--- src/utp_pkg.sv ---
// Purpose: Constants for the user test pattern register bank
// Assumes: 16-bit register port, byte offsets as printed
// Notes: Sample 0..4 values arrive from the neighbouring bank
package utp_pkg;
  localparam int unsigned ADDR_W = 10;
  localparam int unsigned DATA_W = 16;
  localparam int unsigned SAMP_W = 12;
  localparam int unsigned NSAMP = 8;
  localparam int unsigned NBUS = 4;
  localparam logic [9:0] OFS_SAMPLE_FIVE = 10'h18A;
  localparam logic [9:0] OFS_SAMPLE_SIX = 10'h18C;
  localparam logic [9:0] OFS_SAMPLE_SEVEN = 10'h18E;
  localparam logic [9:0] OFS_CONTROL = 10'h190;
  localparam logic [15:0] RST_SAMPLE_FIVE = 16'h0FFF;
  localparam logic [15:0] RST_SAMPLE_SIX = 16'h0000;
  localparam logic [15:0] RST_SAMPLE_SEVEN = 16'h0FFF;
  localparam logic [7:0] RST_CONTROL = 8'h1E;
  localparam int unsigned CTL_INV_A = 0;
  localparam int unsigned CTL_INV_D = 3;
  localparam int unsigned CTL_FIXED_LANE_PATTERN = 4;
  localparam int unsigned CTL_W = 5;
  localparam int unsigned INV_BIT_A = 8;
  // Fixed lane sequence, one bit per index: 1 means all ones.
  // Only eight indices exist, so the first eight listed samples are used
  localparam logic [7:0] LANE_SEQ = 8'hE2;
  localparam logic [2:0] LAST_IDX = 3'h7;
endpackage

--- src/utp_regs.sv ---
// Purpose: Pattern samples 5 to 7, pattern control, pattern generator
// Assumes: Port master never stalls; read data one cycle after strobe
// Notes: Samples 0 to 4 are inputs from the neighbouring register bank
// Operation
// - Sample five register holds 12 bits, resets to all ones.
// - Sample six register holds 12 bits, resets to all zeros.
// - Sample seven register holds 12 bits, resets to all ones.
// - Fixed lane bit replaces programmed samples with fixed zero/one sequence.
// - Bus inversions apply to fixed lane pattern as to user pattern.
// - Control bit 3 inverts sample bit 11 on bus D.
// - Control bit 2 inverts sample bit 10 on bus C.
// - Control bit 1 inverts sample bit 9 on bus B.
// - Control register resets to 0x1E; bits 7 to 5 read zero.
// - Control bit 0 inverts sample bit 8 on bus A.
// - With output enable low, output logic held in reset, outputs off.
//
// Added by the designer: the plain strobed port.
`timescale 1ns/1ps
`default_nettype none
module utp_regs (
  // Clock and reset
  input wire logic clk,
  input wire logic nrst,
  // Register port
  input wire logic [utp_pkg::ADDR_W-1:0] addr,
  input wire logic [utp_pkg::DATA_W-1:0] wdata,
  input wire logic wr,
  input wire logic rd,
  output logic [utp_pkg::DATA_W-1:0] rdata,
  // Neighbouring configuration
  input wire logic out_enable,
  input wire logic pattern_selection,
  input wire logic [5*utp_pkg::SAMP_W-1:0] low_samples,
  // Sample data path, bus A in the low slice
  input wire logic [4*utp_pkg::SAMP_W-1:0] adc_data,
  output logic [4*utp_pkg::SAMP_W-1:0] bus_data,
  output logic bus_active
);
  import utp_pkg::*;

  logic [SAMP_W-1:0] pattern_sample_five;
  logic [SAMP_W-1:0] pattern_sample_six;
  logic [SAMP_W-1:0] pattern_sample_seven;
  logic [CTL_W-1:0] pattern_control;
  logic [2:0] idx;
  logic [SAMP_W-1:0] cur;
  logic [4*SAMP_W-1:0] next_bus;
  logic gen_on;

  // Generator running this cycle, used by the checks below
  assign gen_on = out_enable && pattern_selection;

  // Register writes; reserved bits are not stored and read back as zero
  always_ff @(posedge clk) begin
    if (!nrst) begin
      pattern_sample_five <= RST_SAMPLE_FIVE[SAMP_W-1:0];
      pattern_sample_six <= RST_SAMPLE_SIX[SAMP_W-1:0];
      pattern_sample_seven <= RST_SAMPLE_SEVEN[SAMP_W-1:0];
      pattern_control <= RST_CONTROL[CTL_W-1:0];
    end else if (wr) begin
      // Writes are taken at any time; keeping them to disabled phases
      // is the host's duty, since a live change tears the sequence
      unique case (addr)
        OFS_SAMPLE_FIVE: pattern_sample_five <= wdata[SAMP_W-1:0];
        OFS_SAMPLE_SIX: pattern_sample_six <= wdata[SAMP_W-1:0];
        OFS_SAMPLE_SEVEN: pattern_sample_seven <= wdata[SAMP_W-1:0];
        OFS_CONTROL: pattern_control <= wdata[CTL_W-1:0];
        default: ;
      endcase
    end
  end

  // Read data stands one cycle after the strobe, zero otherwise
  always_ff @(posedge clk) begin
    if (!nrst) begin
      rdata <= '0;
    end else if (rd) begin
      unique case (addr)
        OFS_SAMPLE_FIVE: rdata <= {4'h0, pattern_sample_five};
        OFS_SAMPLE_SIX: rdata <= {4'h0, pattern_sample_six};
        OFS_SAMPLE_SEVEN: rdata <= {4'h0, pattern_sample_seven};
        OFS_CONTROL: rdata <= {11'h000, pattern_control};
        default: rdata <= '0;
      endcase
    end else begin
      rdata <= '0;
    end
  end

  // Sample index walks 0..7 and wraps; held at zero while disabled
  always_ff @(posedge clk) begin
    if (!nrst || !out_enable) begin
      idx <= 3'h0;
    end else if (pattern_selection) begin
      idx <= (idx == LAST_IDX) ? 3'h0 : idx + 3'h1;
    end else begin
      idx <= 3'h0;
    end
  end

  // Current pattern sample before bus inversion
  always_comb begin
    if (pattern_control[CTL_FIXED_LANE_PATTERN]) begin
      cur = {SAMP_W{LANE_SEQ[idx]}};
    end else begin
      unique case (idx)
        3'h5: cur = pattern_sample_five;
        3'h6: cur = pattern_sample_six;
        3'h7: cur = pattern_sample_seven;
        default: cur = low_samples[idx*SAMP_W +: SAMP_W];
      endcase
    end
  end

  // Each bus n flips bit 8+n when its control bit is set, for both
  // the programmed and the fixed sequence
  always_comb begin
    next_bus = '0;
    for (int b = 0; b < NBUS; b++) begin
      if (pattern_selection) begin
        next_bus[b*SAMP_W +: SAMP_W] = cur;
        next_bus[b*SAMP_W + INV_BIT_A + b] =
          cur[INV_BIT_A + b] ^ pattern_control[CTL_INV_A + b];
      end else begin
        next_bus[b*SAMP_W +: SAMP_W] = adc_data[b*SAMP_W +: SAMP_W];
      end
    end
  end

  // Outputs are quiet zero while disabled, standing in for power-down
  always_ff @(posedge clk) begin
    if (!nrst || !out_enable) begin
      bus_data <= '0;
      bus_active <= 1'b0;
    end else begin
      bus_data <= next_bus;
      bus_active <= 1'b1;
    end
  end

  AST_CTL_RESET: assert property (@(posedge clk)
    $rose(nrst) |-> pattern_control == RST_CONTROL[CTL_W-1:0])
    else $error("control reset value wrong");

  AST_FIVE_RESET: assert property (@(posedge clk)
    $rose(nrst) |-> pattern_sample_five == 12'hFFF)
    else $error("sample five reset wrong");

  AST_SIX_RESET: assert property (@(posedge clk)
    $rose(nrst) |-> pattern_sample_six == 12'h000)
    else $error("sample six reset wrong");

  AST_SEVEN_RESET: assert property (@(posedge clk)
    $rose(nrst) |-> pattern_sample_seven == 12'hFFF)
    else $error("sample seven reset wrong");

  AST_DISABLED_QUIET: assert property (@(posedge clk) disable iff (!nrst)
    !out_enable |=> bus_data == '0 && !bus_active)
    else $error("outputs active while disabled");

  AST_INDEX_WALK: assert property (@(posedge clk) disable iff (!nrst)
    out_enable && pattern_selection && idx == LAST_IDX
    |=> idx == 3'h0)
    else $error("pattern index did not wrap");

  AST_LANE_FIXED: assert property (@(posedge clk) disable iff (!nrst)
    out_enable && pattern_selection && pattern_control[CTL_FIXED_LANE_PATTERN]
    && idx == 3'h1 |=> bus_data[7:0] == 8'hFF)
    else $error("fixed lane sample wrong on bus A");

  AST_INV_D: assert property (@(posedge clk) disable iff (!nrst)
    out_enable && pattern_selection |=>
    bus_data[3*SAMP_W+11] ==
    ($past(cur[11]) ^ $past(pattern_control[CTL_INV_D])))
    else $error("bus D bit 11 inversion wrong");

  AST_INV_B: assert property (@(posedge clk) disable iff (!nrst)
    out_enable && pattern_selection |=>
    bus_data[SAMP_W+9] ==
    ($past(cur[9]) ^ $past(pattern_control[CTL_INV_A+1])))
    else $error("bus B bit 9 inversion wrong");

  AST_INV_C: assert property (@(posedge clk)
    disable iff (!nrst)
    gen_on
    |=> bus_data[2*SAMP_W+10] == ($past(cur[10]) ^ $past(pattern_control[2])))
    else $error("bus C bit 10 inversion wrong");

  AST_INV_A: assert property (@(posedge clk)
    disable iff (!nrst)
    gen_on
    |=> bus_data[8] == ($past(cur[8]) ^ $past(pattern_control[CTL_INV_A])))
    else $error("bus A bit 8 inversion wrong");

  AST_KEEP_A: assert property (@(posedge clk)
    disable iff (!nrst)
    gen_on
    |=> bus_data[7:0] == $past(cur[7:0]) && bus_data[11:9] == $past(cur[11:9]))
    else $error("bus A untouched bits wrong");

  AST_KEEP_B: assert property (@(posedge clk)
    disable iff (!nrst)
    gen_on
    |=> bus_data[20:12] == $past(cur[8:0]) && bus_data[23:22] == $past(cur[11:10]))
    else $error("bus B untouched bits wrong");

  AST_KEEP_C: assert property (@(posedge clk)
    disable iff (!nrst)
    gen_on
    |=> bus_data[33:24] == $past(cur[9:0]) && bus_data[35] == $past(cur[11]))
    else $error("bus C untouched bits wrong");

  AST_KEEP_D: assert property (@(posedge clk)
    disable iff (!nrst)
    gen_on
    |=> bus_data[46:36] == $past(cur[10:0]))
    else $error("bus D untouched bits wrong");

  AST_PASS_THRU: assert property (@(posedge clk)
    disable iff (!nrst)
    out_enable && !pattern_selection
    |=> bus_data == $past(adc_data))
    else $error("sample data not passed through");

  AST_ACTIVE_ON: assert property (@(posedge clk)
    disable iff (!nrst)
    out_enable
    |=> bus_active)
    else $error("outputs idle while enabled");

  AST_IDX_STEP: assert property (@(posedge clk)
    disable iff (!nrst)
    gen_on && idx != LAST_IDX
    |=> idx == $past(idx) + 3'h1)
    else $error("pattern index did not step");

  AST_IDX_HOLD: assert property (@(posedge clk)
    disable iff (!nrst)
    !out_enable
    |=> idx == 3'h0)
    else $error("pattern index moved while disabled");

  AST_IDX_NOSEL: assert property (@(posedge clk)
    disable iff (!nrst)
    out_enable && !pattern_selection
    |=> idx == 3'h0)
    else $error("pattern index moved while not selected");

  AST_WR_FIVE: assert property (@(posedge clk)
    disable iff (!nrst)
    wr && addr == OFS_SAMPLE_FIVE
    |=> pattern_sample_five == $past(wdata[SAMP_W-1:0]))
    else $error("sample five write lost");

  AST_WR_SIX: assert property (@(posedge clk)
    disable iff (!nrst)
    wr && addr == OFS_SAMPLE_SIX
    |=> pattern_sample_six == $past(wdata[SAMP_W-1:0]))
    else $error("sample six write lost");

  AST_WR_SEVEN: assert property (@(posedge clk)
    disable iff (!nrst)
    wr && addr == OFS_SAMPLE_SEVEN
    |=> pattern_sample_seven == $past(wdata[SAMP_W-1:0]))
    else $error("sample seven write lost");

  AST_WR_CTL: assert property (@(posedge clk)
    disable iff (!nrst)
    wr && addr == OFS_CONTROL
    |=> pattern_control == $past(wdata[CTL_W-1:0]))
    else $error("control write lost");

  AST_KEEP_FIVE: assert property (@(posedge clk)
    disable iff (!nrst)
    !(wr && addr == OFS_SAMPLE_FIVE)
    |=> $stable(pattern_sample_five))
    else $error("sample five changed without write");

  AST_KEEP_SIX: assert property (@(posedge clk)
    disable iff (!nrst)
    !(wr && addr == OFS_SAMPLE_SIX)
    |=> $stable(pattern_sample_six))
    else $error("sample six changed without write");

  AST_KEEP_SEVEN: assert property (@(posedge clk)
    disable iff (!nrst)
    !(wr && addr == OFS_SAMPLE_SEVEN)
    |=> $stable(pattern_sample_seven))
    else $error("sample seven changed without write");

  AST_KEEP_CTL: assert property (@(posedge clk)
    disable iff (!nrst)
    !(wr && addr == OFS_CONTROL)
    |=> $stable(pattern_control))
    else $error("control changed without write");

  AST_RD_FIVE: assert property (@(posedge clk)
    disable iff (!nrst)
    rd && addr == OFS_SAMPLE_FIVE
    |=> rdata == {4'h0, $past(pattern_sample_five)})
    else $error("sample five read wrong");

  AST_RD_SIX: assert property (@(posedge clk)
    disable iff (!nrst)
    rd && addr == OFS_SAMPLE_SIX
    |=> rdata == {4'h0, $past(pattern_sample_six)})
    else $error("sample six read wrong");

  AST_RD_SEVEN: assert property (@(posedge clk)
    disable iff (!nrst)
    rd && addr == OFS_SAMPLE_SEVEN
    |=> rdata == {4'h0, $past(pattern_sample_seven)})
    else $error("sample seven read wrong");

  AST_RD_CTL: assert property (@(posedge clk)
    disable iff (!nrst)
    rd && addr == OFS_CONTROL
    |=> rdata == {11'h000, $past(pattern_control)})
    else $error("control read wrong");

  AST_RD_IDLE: assert property (@(posedge clk)
    disable iff (!nrst)
    !rd
    |=> rdata == 16'h0000)
    else $error("read data not cleared");

  AST_LANE_ZERO: assert property (@(posedge clk)
    disable iff (!nrst)
    gen_on && pattern_control[CTL_FIXED_LANE_PATTERN] && idx == 3'h0
    |=> bus_data[7:0] == 8'h00)
    else $error("fixed lane first sample wrong");

  AST_LANE_IGNORE: assert property (@(posedge clk)
    disable iff (!nrst)
    gen_on && pattern_control[CTL_FIXED_LANE_PATTERN] && idx == 3'h5
    |=> bus_data[7:0] == 8'hFF)
    else $error("fixed lane did not override sample five");

  AST_LANE_INV_D: assert property (@(posedge clk)
    disable iff (!nrst)
    gen_on && pattern_control[CTL_FIXED_LANE_PATTERN]
    |=> bus_data[47] == ($past(LANE_SEQ[idx]) ^ $past(pattern_control[CTL_INV_D])))
    else $error("fixed lane bus D inversion wrong");

  AST_USER_FIVE: assert property (@(posedge clk)
    disable iff (!nrst)
    gen_on && !pattern_control[CTL_FIXED_LANE_PATTERN] && idx == 3'h5
    |=> bus_data[7:0] == $past(pattern_sample_five[7:0]))
    else $error("sample five not emitted at index five");

  AST_USER_LOW: assert property (@(posedge clk)
    disable iff (!nrst)
    gen_on && !pattern_control[CTL_FIXED_LANE_PATTERN] && idx == 3'h0
    |=> bus_data[7:0] == $past(low_samples[7:0]))
    else $error("sample zero not emitted at index zero");
endmodule
`default_nettype wire

--- config.mk ---
export PLATFORM = sky130hd
export DESIGN_NAME = utp_regs
export DESIGN_NICKNAME = d
export VERILOG_FILES = /design/src/utp_pkg.sv /design/src/utp_regs.sv
export SDC_FILE = /design/constraint.sdc
export NUM_CORES = 1
export LEC_CHECK = 0
export BUFFER_PORTS_ARGS = -buffer_cell sky130_fd_sc_hd__buf_4
export CELL_PAD_IN_SITES_DETAIL_PLACEMENT = 2
export CELL_PAD_IN_SITES_GLOBAL_PLACEMENT = 2
export CORE_ASPECT_RATIO = 1.5
export CORE_UTILIZATION = 30
export CTS_BUF_LIST = sky130_fd_sc_hd__clkbuf_2
export DETAILED_ROUTE_END_ITERATION = 8
export PLACE_DENSITY_LB_ADDON = 0.1
export SLEW_MARGIN = 15
export SYNTH_ARGS = -nofsm -noshare
export SYNTH_HDL_FRONTEND = slang
export SYNTH_SLANG_ARGS = --single-unit
--- constraint.sdc ---
create_clock -name clk -period 3.9 [get_ports clk]
set_input_delay 0.39 -clock clk [delete_from_list [all_inputs] [get_ports clk]]
set_output_delay 0.39 -clock clk [all_outputs]
set_load 0.02 [all_outputs]
==> results of run 1 <==
-- kinds of logic after synthesis --
family / count (synthesis) / share of synthesized area [%]
simple gates: 162 / 16.9
compound gates: 199 / 25.7
fa+ha+maj: 4 / 0.998
mux: 29 / 8.08
flops: 106 / 42.3
other cells: 1 / 0.0748
buf+inv: 70 / 5.94
-- area by class of cell --
class                   count  area, um^2
multi-input cells         398        2620
repair buffers            211        1600
inverters                  19        71.3
clock inverters             5        46.3
clock buffers              10        50.0
fillers                  1877        9490
flip-flops and latches    106        2120
diodes                      1        2.50
well taps                 206         258
-- through the flow --
step	setup WS, ns	std cells
after floorplan	1.59	574
after global placement	1.31	932
after detailed placement	1.16	932
after CTS	1.14	948
after global routing	0.948	956
final	1.19	956
-- tightest hold or removal path, cell delays in order --
cell and delay [ns]:
buf_4 0.11, nor2_1 0.07, a211oi_1 0.06
-- registers in the layout, indices dropped and copies added, names as in the netlist, named ones only --
register              flops
pattern_sample_five      12
rdata                    12
bus_data                 48
idx                       3
bus_active                1
pattern_control           5
pattern_sample_seven     12
pattern_sample_six       12
-- layout by cell type, fill, tap and decap left out, types with 2 or more instances in the layout --
cell type      count
mux4_2             8
o21a_1             5
and2_1             4
inv_1             19
mux2_2            12
dlygate4sd3_1      8
nand4_1           13
buf_4            203
conb_1             4
a32oi_1            5
nand2_1           12
clkinv_1           3
a21oi_1           16
mux2i_1            9
o21ai_1            4
dfxtp_1          106
nor2b_1            6
o21ai_0           74
o22ai_1            4
nand3_1           35
a22oi_1           15
a211oi_1          12
a21boi_0          12
ha_1               4
clkbuf_2          10
o311ai_1           6
o311ai_0          10
a22o_1            13
a21boi_1           2
a31oi_1            4
o211ai_1          16
nor3b_1            8
nand4b_1           4
nand2b_1           2
or2_2              2
nor2_1            65
-- routing by layer --
metal	global-route usage [%]	up-vias	wire length, um
met4	6.23	0	308
li1	-	2458	-
met5	0	-	0
met2	43.4	145	10800
met1	25.9	2555	7970
met3	3.90	18	990
-- power breakdown --
group	internal [uW]	switching, uW	total (uW)	leakage [uW]
Clock	140	352	492	0.0000643
Combinational	179	184	363	0.00183
Sequential	1110	8.77	1120	0.000861
Total	1430	545	1970	0.00276
-- worst min path at each step --
stage / from / end / slack [ns] / cells past startpoint
finish: adc_data[35] / bus_data[35]$_SDFF_PP0_ / 0.04 / 3
global route: adc_data[31] / bus_data[31]$_SDFF_PP0_ / 0.001 / 3
CTS: adc_data[45] / bus_data[45]$_SDFF_PP0_ / 0.001 / 3
detailed placement: pattern_sample_seven[11]$_SDFFE_PN1P_ / pattern_sample_seven[11]$_SDFFE_PN1P_ / 0.51 / 2
global placement: pattern_sample_six[5]$_SDFFE_PN0P_ / pattern_sample_six[5]$_SDFFE_PN0P_ / 0.49 / 2
floorplan: pattern_sample_six[0]$_SDFFE_PN0P_ / pattern_sample_six[0]$_SDFFE_PN0P_ / 0.47 / 2
==> run metrics, run 1 <==
final wirelength=20.1 mm; clock latency on the worst-skew pair=0.59 ns; Post-Syn Instances=571; num rows=57; routed vias/inst=5.41; io pins=205; wire length of the first global-routing pass=30.7 mm; initial antenna violation count=1; remaining antenna violation count=0; largest net degree at the start of global routing=64; top-area cell type share of the netlist area=42.3%; total power=1970 uW; mean area per synthesized cell=8.78 um^2; CP top delay family=compound AO/OA/AOI/OAI gates; die width=108 um; worst min-delay path class=in -> reg; Yosys reg bits=106; Critical R2R Capture=bus_data[45]$_SDFF_PP0_; worst reg2reg path depth=6; Detailed Routing Iterations Pass 1=4; worst hold margin=0.0416 ns; P&R area growth vs syn=35.0%; drt first-iter violations=106; Synth area leader=dfxtp_1; commonest cells in the netlist=106 x dfxtp_1, 74 x o21ai_0, 65 x nor2_1; largest cells by area after synthesis=dfxtp_1 42%, o21ai_0 7.4%, nor2_1 4.9%, mux4_2 3.6%, nand3_1 3.5%; core area=16300 um^2; total grt overflow=0; Root Driver=clkbuf_2; CP max stage cell=dfxtp_1; Post-DP HPWL=15.6 mm; max-slew violation count=0; critical path depth=6; Pwr per Cell Area=292 nW/um^2; slew margin rel.=44.9%; setup TNS=0 ns; post-route cell area=6770 um^2; H-tree levels=3; CTS Buf Count=9; final core utilization=41.6%; Worst-path clk slew=0.30 ns; crit-path cells=ha_1 > ha_1 > a21oi_1 > a31oi_1 > nor2b_1 > a211oi_1; routability cong.=0.751; Synth Cell Area=5020 um^2; Worst Path Arrival=3.24 ns; Max Clk Rate=369 MHz; Final Hold Viols=0; fin crit share=69.5%; CP max FO=15; Worst Setup SP=idx[1]$_SDFF_PP0_; maxcap violations=0; cell with the most instances after synthesis=dfxtp_1; clock sinks=106; asr flop ratio synth=0%; Syn. warnings=0; VDD IR max=0.000127 V; flop2flop setup slack=1.19 ns; Die Footprint=17300 um^2; Nets=889; Worst Tran Pin Value=0.822 ns; # DRC=0; slowest stage delay, CP=0.82 ns; Tmin final=2.71 ns; Post CTS Setup Buffer Count=0; Lkg Pwr=0.00276 uW; critical path class=reg -> reg; RSZ-0062 raised after global routing=false; Buffers on Ports=196; Seq/Total Area, Yosys=42.3%; cell mode on critical path=ha_1; Max Clock Skew=0.0446 ns; placed cell area=6590 um^2; vias in the first global route=5516; Vias=5176; Post-synth EDFFs=0; CTS Buffer Depth=2; die height=160 um; Setup violations, final=0; post-cts resize count=0; GR Util All Layers=23.0%; share of cells above drive strength 1=32.6%; status=finished clean; element type at the critical path end=flop; initial core utilization=30.8%; DR WL/cell=21.0 um; Setup crit end=bus_data[45]$_SDFF_PP0_; cts hold-fix bufs=1; WP data required=4.43 ns; CTS tree=built; worst r2r src=idx[1]$_SDFF_PP0_; Synth Flop Type=dfxtp_1; crit path buf inv count=0; CP Launch Type=flop; Yosys cell types=46
(Power assumes the default switching activity.)
==> inputs of run 2 (changes only) <==
--- a/config.mk
+++ b/config.mk
@@ -5,11 +5,12 @@
 export SDC_FILE = /design/constraint.sdc
 export NUM_CORES = 1
 export LEC_CHECK = 0
+export ABC_AREA = 1
 export BUFFER_PORTS_ARGS = -buffer_cell sky130_fd_sc_hd__buf_4
 export CELL_PAD_IN_SITES_DETAIL_PLACEMENT = 2
 export CELL_PAD_IN_SITES_GLOBAL_PLACEMENT = 2
 export CORE_ASPECT_RATIO = 1.5
-export CORE_UTILIZATION = 30
+export CORE_UTILIZATION = 23
 export CTS_BUF_LIST = sky130_fd_sc_hd__clkbuf_2
 export DETAILED_ROUTE_END_ITERATION = 8
 export PLACE_DENSITY_LB_ADDON = 0.1
==> constraint.sdc (replaced) <==
create_clock -name clk -period 2.4 [get_ports clk]
set_input_delay 0.24 -clock clk [delete_from_list [all_inputs] [get_ports clk]]
set_output_delay 0.24 -clock clk [all_outputs]
set_load 0.02 [all_outputs]
==> run 2 against run 1 <==
  * Die area is 32% higher
  * Register-to-register slack worse by 0.85 ns
  * Cell count increased by 38%
  * Non-clock buffer count is 90 higher
  * Critical path type is now in -> reg
==> run metrics, run 2 <==
status=finished clean; Seq/Total Area, Yosys=41.6%; GR Util All Layers=20.7%; slowest stage delay, CP=0.55 ns; Pint=2280 uW; DR WL/cell=17.6 um; initial core utilization=23.5%; Die Footprint=22800 um^2; Clk pwr share=26.3%; worst min-delay path class=in -> reg; Detailed Routing Iterations Pass 1=6; max-slew violation count=0; CTS tree=built; slew margin rel.=58.7%; worst reg2reg path depth=11; core area=21700 um^2; num rows=66; register bank with the most flops=bus_data; post-route cell area=7800 um^2; Post-synth EDFFs=0; initial antenna violation count=1; routability cong.=0.788; worst r2r src=idx[0]$_SDFF_PP0_; Worst Tran Pin Value=0.614 ns; H-tree levels=3; Critical R2R Capture=bus_data[9]$_SDFF_PP0_; crit path buf inv count=5; Synth area leader=dfxtp_1; die width=124 um; Worst Path Arrival=2.84 ns; CTS Buffer Depth=2; clock sinks=106; most frequent cells in the layout=260 x nand2_1, 223 x buf_4, 105 x dfxtp_1, 104 x nand3_1, 78 x dlygate4sd3_1; Post-Syn Instances=770; # DRC=0; io pins=205; mean area per synthesized cell=6.63 um^2; CP max FO=12; largest net degree at the start of global routing=31; clock latency on the worst-skew pair=0.67 ns; routed vias/inst=4.58; Final Hold Viols=0; VDD IR max=0.000250 V; Psw=1010 uW; Worst Setup SP=addr[6]; element type at the critical path end=flop; fin crit share=92.3%; wire length of the first global-routing pass=35.2 mm; CP Launch Type=primary input; Setup violations, final=0; Worst-path clk slew=0.33 ns; CTS Buf Count=9; RSZ-0062 raised after global routing=false; critical path depth=11; min-delay src=addr[8]; Syn. warnings=0; Pwr per Cell Area=422 nW/um^2; critical path class=in -> reg; share of cells above drive strength 1=24.8%; Synth Cell Area=5110 um^2; CP top delay family=buffers and inverters; Tmin final=2.21 ns; top-area cell type share of the netlist area=41.6%; maxcap violations=0; Seq pwr share=55.0%; CP max stage cell=dlygate4sd3_1; Lkg Pwr=0.00391 uW; Logic pwr share=18.7%; most common cell after layout, fill and taps aside=nand2_1; die height=184 um; commonest cells in the netlist=262 x nand2_1, 106 x dfxtp_1, 105 x nand3_1; Vias=6024; cell with the most instances after synthesis=nand2_1; asr flop ratio synth=0%; total grt overflow=0; Max Clk Rate=452 MHz; WP data required=3.02 ns; Yosys reg bits=106; Post-DP HPWL=17.5 mm; remaining antenna violation count=0; final wirelength=23.1 mm; crit-path cells=dlygate4sd3_1 > buf_4 > nor2_2 > inv_1 > nor4_4 > nand3_2 > nor2_2 > inv_2 > nand2_1 > nand3_1 > dlygate4sd3_1; vias in the first global route=6495; setup TNS=0 ns; Yosys cell types=27; flop2flop setup slack=0.34 ns; placed cell area=6910 um^2; Buffers on Ports=196; Setup crit end=pattern_sample_seven[9]$_SDFFE_PN1P_; Switching Fraction=30.8%; largest cells by area after synthesis=dfxtp_1 42%, nand2_1 19%, nand3_1 10%, a21oi_1 6.4%, inv_1 5.4%; Synth Flop Type=dfxtp_1; max FFs per register=48; Max Clock Skew=0.0469 ns; Nets=1181; Root Driver=clkbuf_2; drt first-iter violations=205; P&R area growth vs syn=52.9%
## run 2: cell count changes after synthesis, moves of 12 or more
cell / delta
nand2_1: +250
nand3_1: +70
o21ai_0: -60
inv_1: +55
a21oi_1: +48
nor2_1: -35
nand4_1: +22
clkbuf_1: -17
o211ai_1: -16
a22oi_1: -15
a22o_1: -13
a211oi_1: -12
a21boi_0: -12
mux2_2: -12
## run 2: area by class of cell
type                       count  area [um^2]
inverter                      81          304
fill                        2664        13900
multi-input combinational    538         2470
clock inverter                 7         62.6
tap                          272          340
antenna                        1         2.50
clock buffer                   9         45.0
timing repair buffer         301         2450
sequential                   106         2120
## run 2: kinds of logic (layout without fill, tap and decap cells)
group / after synthesis / after routing / synth area share, %
and+or+nand+nor: 445 / 445 / 38.4
DFF: 106 / 106 / 41.6
other: 1 / 5 / 0.0734
AOI/OAI and AO/OA: 85 / 85 / 8.55
adders and majority gates: 4 / 4 / 0.980
buffers and inverters: 129 / 398 / 10.4
## run 2: power groups by stage
| stage | Clock, uW | Combinational [uW] | Sequential [uW] |
|---|---|---|---|
| 2_1_floorplan | 0 | 179 | 1880 |
| 3_3_place_gp | 0 | 510 | 1840 |
| 3_5_place_dp | 0 | 515 | 1840 |
| 4_1_cts | 913 | 620 | 1810 |
| 5_1_grt | 974 | 673 | 1820 |
| 6_report | 867 | 615 | 1810 |
## run 2: repair_timing
action | 4_1_cts | 5_1_grt
resized for setup | 0 | 3
hold endpoints to repair | 91 | 0
setup endpoints to repair | 0 | 23
buffers inserted | 0 | 0
hold buffers | 78 | 0
## run 2: how the worst min path moves through the flow
stage | endpoint | slack, ns | cells past startpoint
floorplan | pattern_sample_seven[0]$_SDFFE_PN1P_ | 0.37 | 2
detailed placement | pattern_sample_six[11]$_SDFFE_PN0P_ | 0.47 | 2
finish | pattern_control[3]$_SDFFE_PN1P_ | 0.07 | 5
CTS | pattern_control[3]$_SDFFE_PN1P_ | 0.008 | 6
global placement | pattern_sample_six[11]$_SDFFE_PN0P_ | 0.46 | 2
global route | pattern_control[3]$_SDFFE_PN1P_ | 0.03 | 5
## run 2: routing by layer
| layer | up-vias | share of wire (%) | track usage [%] |
|---|---|---|---|
| met2 | 154 | 53 | 39.7 |
| met3 | 22 | 5.0 | 2.94 |
| li1 | 3009 | - | - |
| met4 | 0 | 2.4 | 7.28 |
| met1 | 2839 | 40 | 22.3 |
| met5 | - | 0 | 0 |
## run 2: stage by stage
step / total power [uW] / setup WS (ns) / hold slack (ns) / std cells / utilization, %
global route: 3470 / 0.106 / 0.0277 / 1315 / 35.9
CTS: 3350 / 0.130 / 0.00816 / 1314 / 35.9
detailed placement: 2360 / 0.133 / 0.467 / 1220 / 31.8
floorplan: 2050 / 0.446 / 0.366 / 773 / -
finish: 3290 / 0.186 / 0.0699 / 1315 / 35.9
global placement: 2350 / 0.200 / 0.458 / 1220 / 31.8
## run 2: worst register-to-register path: stages (launching register included)
cell and delay, ns:
dfxtp_2 0.45, inv_2 0.05, ha_1 0.28, nand2_1 0.14, nand3_2 0.16, buf_4 0.23
nor2_1 0.11, nand2_1 0.08, nand2_1 0.16, nand2_1 0.09, nand2_1 0.14, a21oi_1 0.10
==> inputs of run 3 (changes only) <==
==> constraint.sdc (replaced) <==
create_clock -name clk -period 1.9 [get_ports clk]
set_input_delay 0.19 -clock clk [delete_from_list [all_inputs] [get_ports clk]]
set_output_delay 0.19 -clock clk [all_outputs]
set_load 0.02 [all_outputs]
==> run 3 against run 2 <==
  * The run now ends with negative hold slack, negative setup slack left
  * Clock power rose by 27%
  * First-iteration DRC count did not move
  * Total power rose by 28%
  * Combinational power rose by 34%
  * Via count rose by 2.8%
  * Non-clock buffer count rose by 20
  * Critical path depth rose by 2
  * Register-to-register slack got worse by 0.35 ns
  * Critical path type is now reg -> reg
  * Critical endpoint is now bus_data[21]$_SDFF_PP0_
  * Largest cell class unchanged
  * Highest routed layer unchanged
==> run metrics, run 3 (synthesis results as in run 2) <==
wire length of the first global-routing pass=37.1 mm; Vias=6192; met3 WL=1.12 mm; P&R area growth vs syn=61.3%; CTS Buffer Depth=2; Pwr per Cell Area=511 nW/um^2; remaining antenna violation count=0; worst min-delay path class=in -> reg; initial core utilization=23.5%; most common cell after layout, fill and taps aside=buf_4; slowest stage delay, CP=0.44 ns; CP top delay family=simple AND/OR/NAND/NOR gates; WP data required=2.49 ns; Root Driver=clkbuf_2; Final Hold Viols=17; final core utilization=37.9%; violated checks=negative hold slack, negative setup slack; slew margin rel.=58.3%; initial antenna violation count=1; VDD IR max=0.000236 V; critical path class=reg -> reg; share of cells above drive strength 1=31.2%; clock sinks=106; cts hold-fix bufs=79; vias in the first global route=6958; Setup violations, final=1; uppermost routed layer=met4; Buffers on Ports=196; H-tree levels=3; element type at the critical path end=flop; Detailed Routing Iterations Pass 1=4; Worst Tran Pin Value=0.625 ns; DR WL/cell=18.3 um; clock latency on the worst-skew pair=0.67 ns; Max Clk Rate=523 MHz; io pins=205; CTS tree=built; Worst Hold Depth=3; routability cong.=0.776; CP max stage cell=dfxtp_4; CP max FO=6; # DRC=0; Final WS setup=-0.0116 ns; CP Launch Type=flop; num rows=66; Die Footprint=22800 um^2; Lkg Pwr=0.00411 uW; final wirelength=24.4 mm; Worst Path Arrival=2.50 ns; maxcap violations=0; die height=184 um; routed vias/inst=4.64; Max Clock Skew=0.0398 ns; cell mode on critical path=nand2_2; Tmin final=1.91 ns; Nets=1201; crit-path cells=ha_4 > ha_4 > inv_2 > nand3_4 > buf_6 > nor2_2 > nand2_2 > nand2_2 > nand2_4 > nand2_2 > nand3_1 > nand2_1 > inv_1; max-slew violation count=0; pre-CTS setup slack=-0.0931 ns; met1 WL=9.80 mm; largest net degree at the start of global routing=50; RSZ-0062 raised after global routing=true; register bank with the most flops=bus_data; drt first-iter violations=205; total grt overflow=0; Placed Instances=1237; met2 WL=12.9 mm; crit path buf inv count=3; GR Util All Layers=21.7%; die width=124 um; most frequent cells in the layout=237 x buf_4, 236 x nand2_1, 104 x dfxtp_1, 97 x nand3_1, 78 x dlygate4sd3_1; worst reg2reg path depth=13; critical path depth=13; core area=21700 um^2; Worst-path clk slew=0.35 ns; max FFs per register=48; Post-DP HPWL=17.5 mm; Layout Cells excl Fill=1335; status=finished with violations; fin crit share=101%; CTS Buf Count=9; worst hold margin=-0.0572 ns
run 3: worst min-delay path, cell delays in order:
cell	delay [ns]
buf_4	0.21
nand2_2	0.15
a21oi_2	0.05
run 3: cell type report:
type	instances	area (um^2)
repair buffers	321	2630
flip-flops and latches	106	2130
inverters	81	309
clock buffers	9	45.0
well taps	272	340
multi-input cells	538	2720
fillers	2577	13500
diodes	1	2.50
clock inverters	7	60.1
run 3: per-stage QoR:
step	setup TNS, ns	power, uW	area (um^2)	hold slack (ns)
final	-0.0116	4210	8240	-0.0572
after global routing	-0.155	4420	8240	-0.106
after CTS	-0.0114	4250	8010	-0.137
after detailed placement	-1.14	2980	7030	0.431
after global placement	-0.0695	2980	7030	0.426
after floorplan	0	2600	5120	0.316
run 3: path summary, 6_finish.rpt:
path / end / slack, ns / startpoint
setup / recovery: bus_data[21]$_SDFF_PP0_ / -0.01 / idx[0]$_SDFF_PP0_
setup reg to reg: bus_data[21]$_SDFF_PP0_ / -0.01 / idx[0]$_SDFF_PP0_
hold / removal: bus_data[35]$_SDFF_PP0_ / -0.06 / pattern_selection
hold reg to reg: pattern_sample_six[6]$_SDFFE_PN0P_ / 0.50 / pattern_sample_six[6]$_SDFFE_PN0P_
run 3: routing by layer:
layer / vias up / track usage (%)
met5: - / 0
met4: 0 / 9.20
met3: 33 / 3.03
met2: 158 / 40.6
met1: 2946 / 23.7
li1: 3055 / -
run 3: timing repair:
action                     4_1_cts  5_1_grt
pin swaps                        6       24
cloned                           2        0
buffers inserted                 0        1
resized for setup               24       57
setup endpoints to repair       43       48
hold endpoints to repair        95       44
run 3: report_power, final:
part | total, uW | leakage, uW | internal, uW | switching (uW)
clock | 1100 | 0.0000679 | 202 | 898
sequential | 2290 | 0.000862 | 2270 | 14.4
combinational | 823 | 0.00318 | 415 | 408
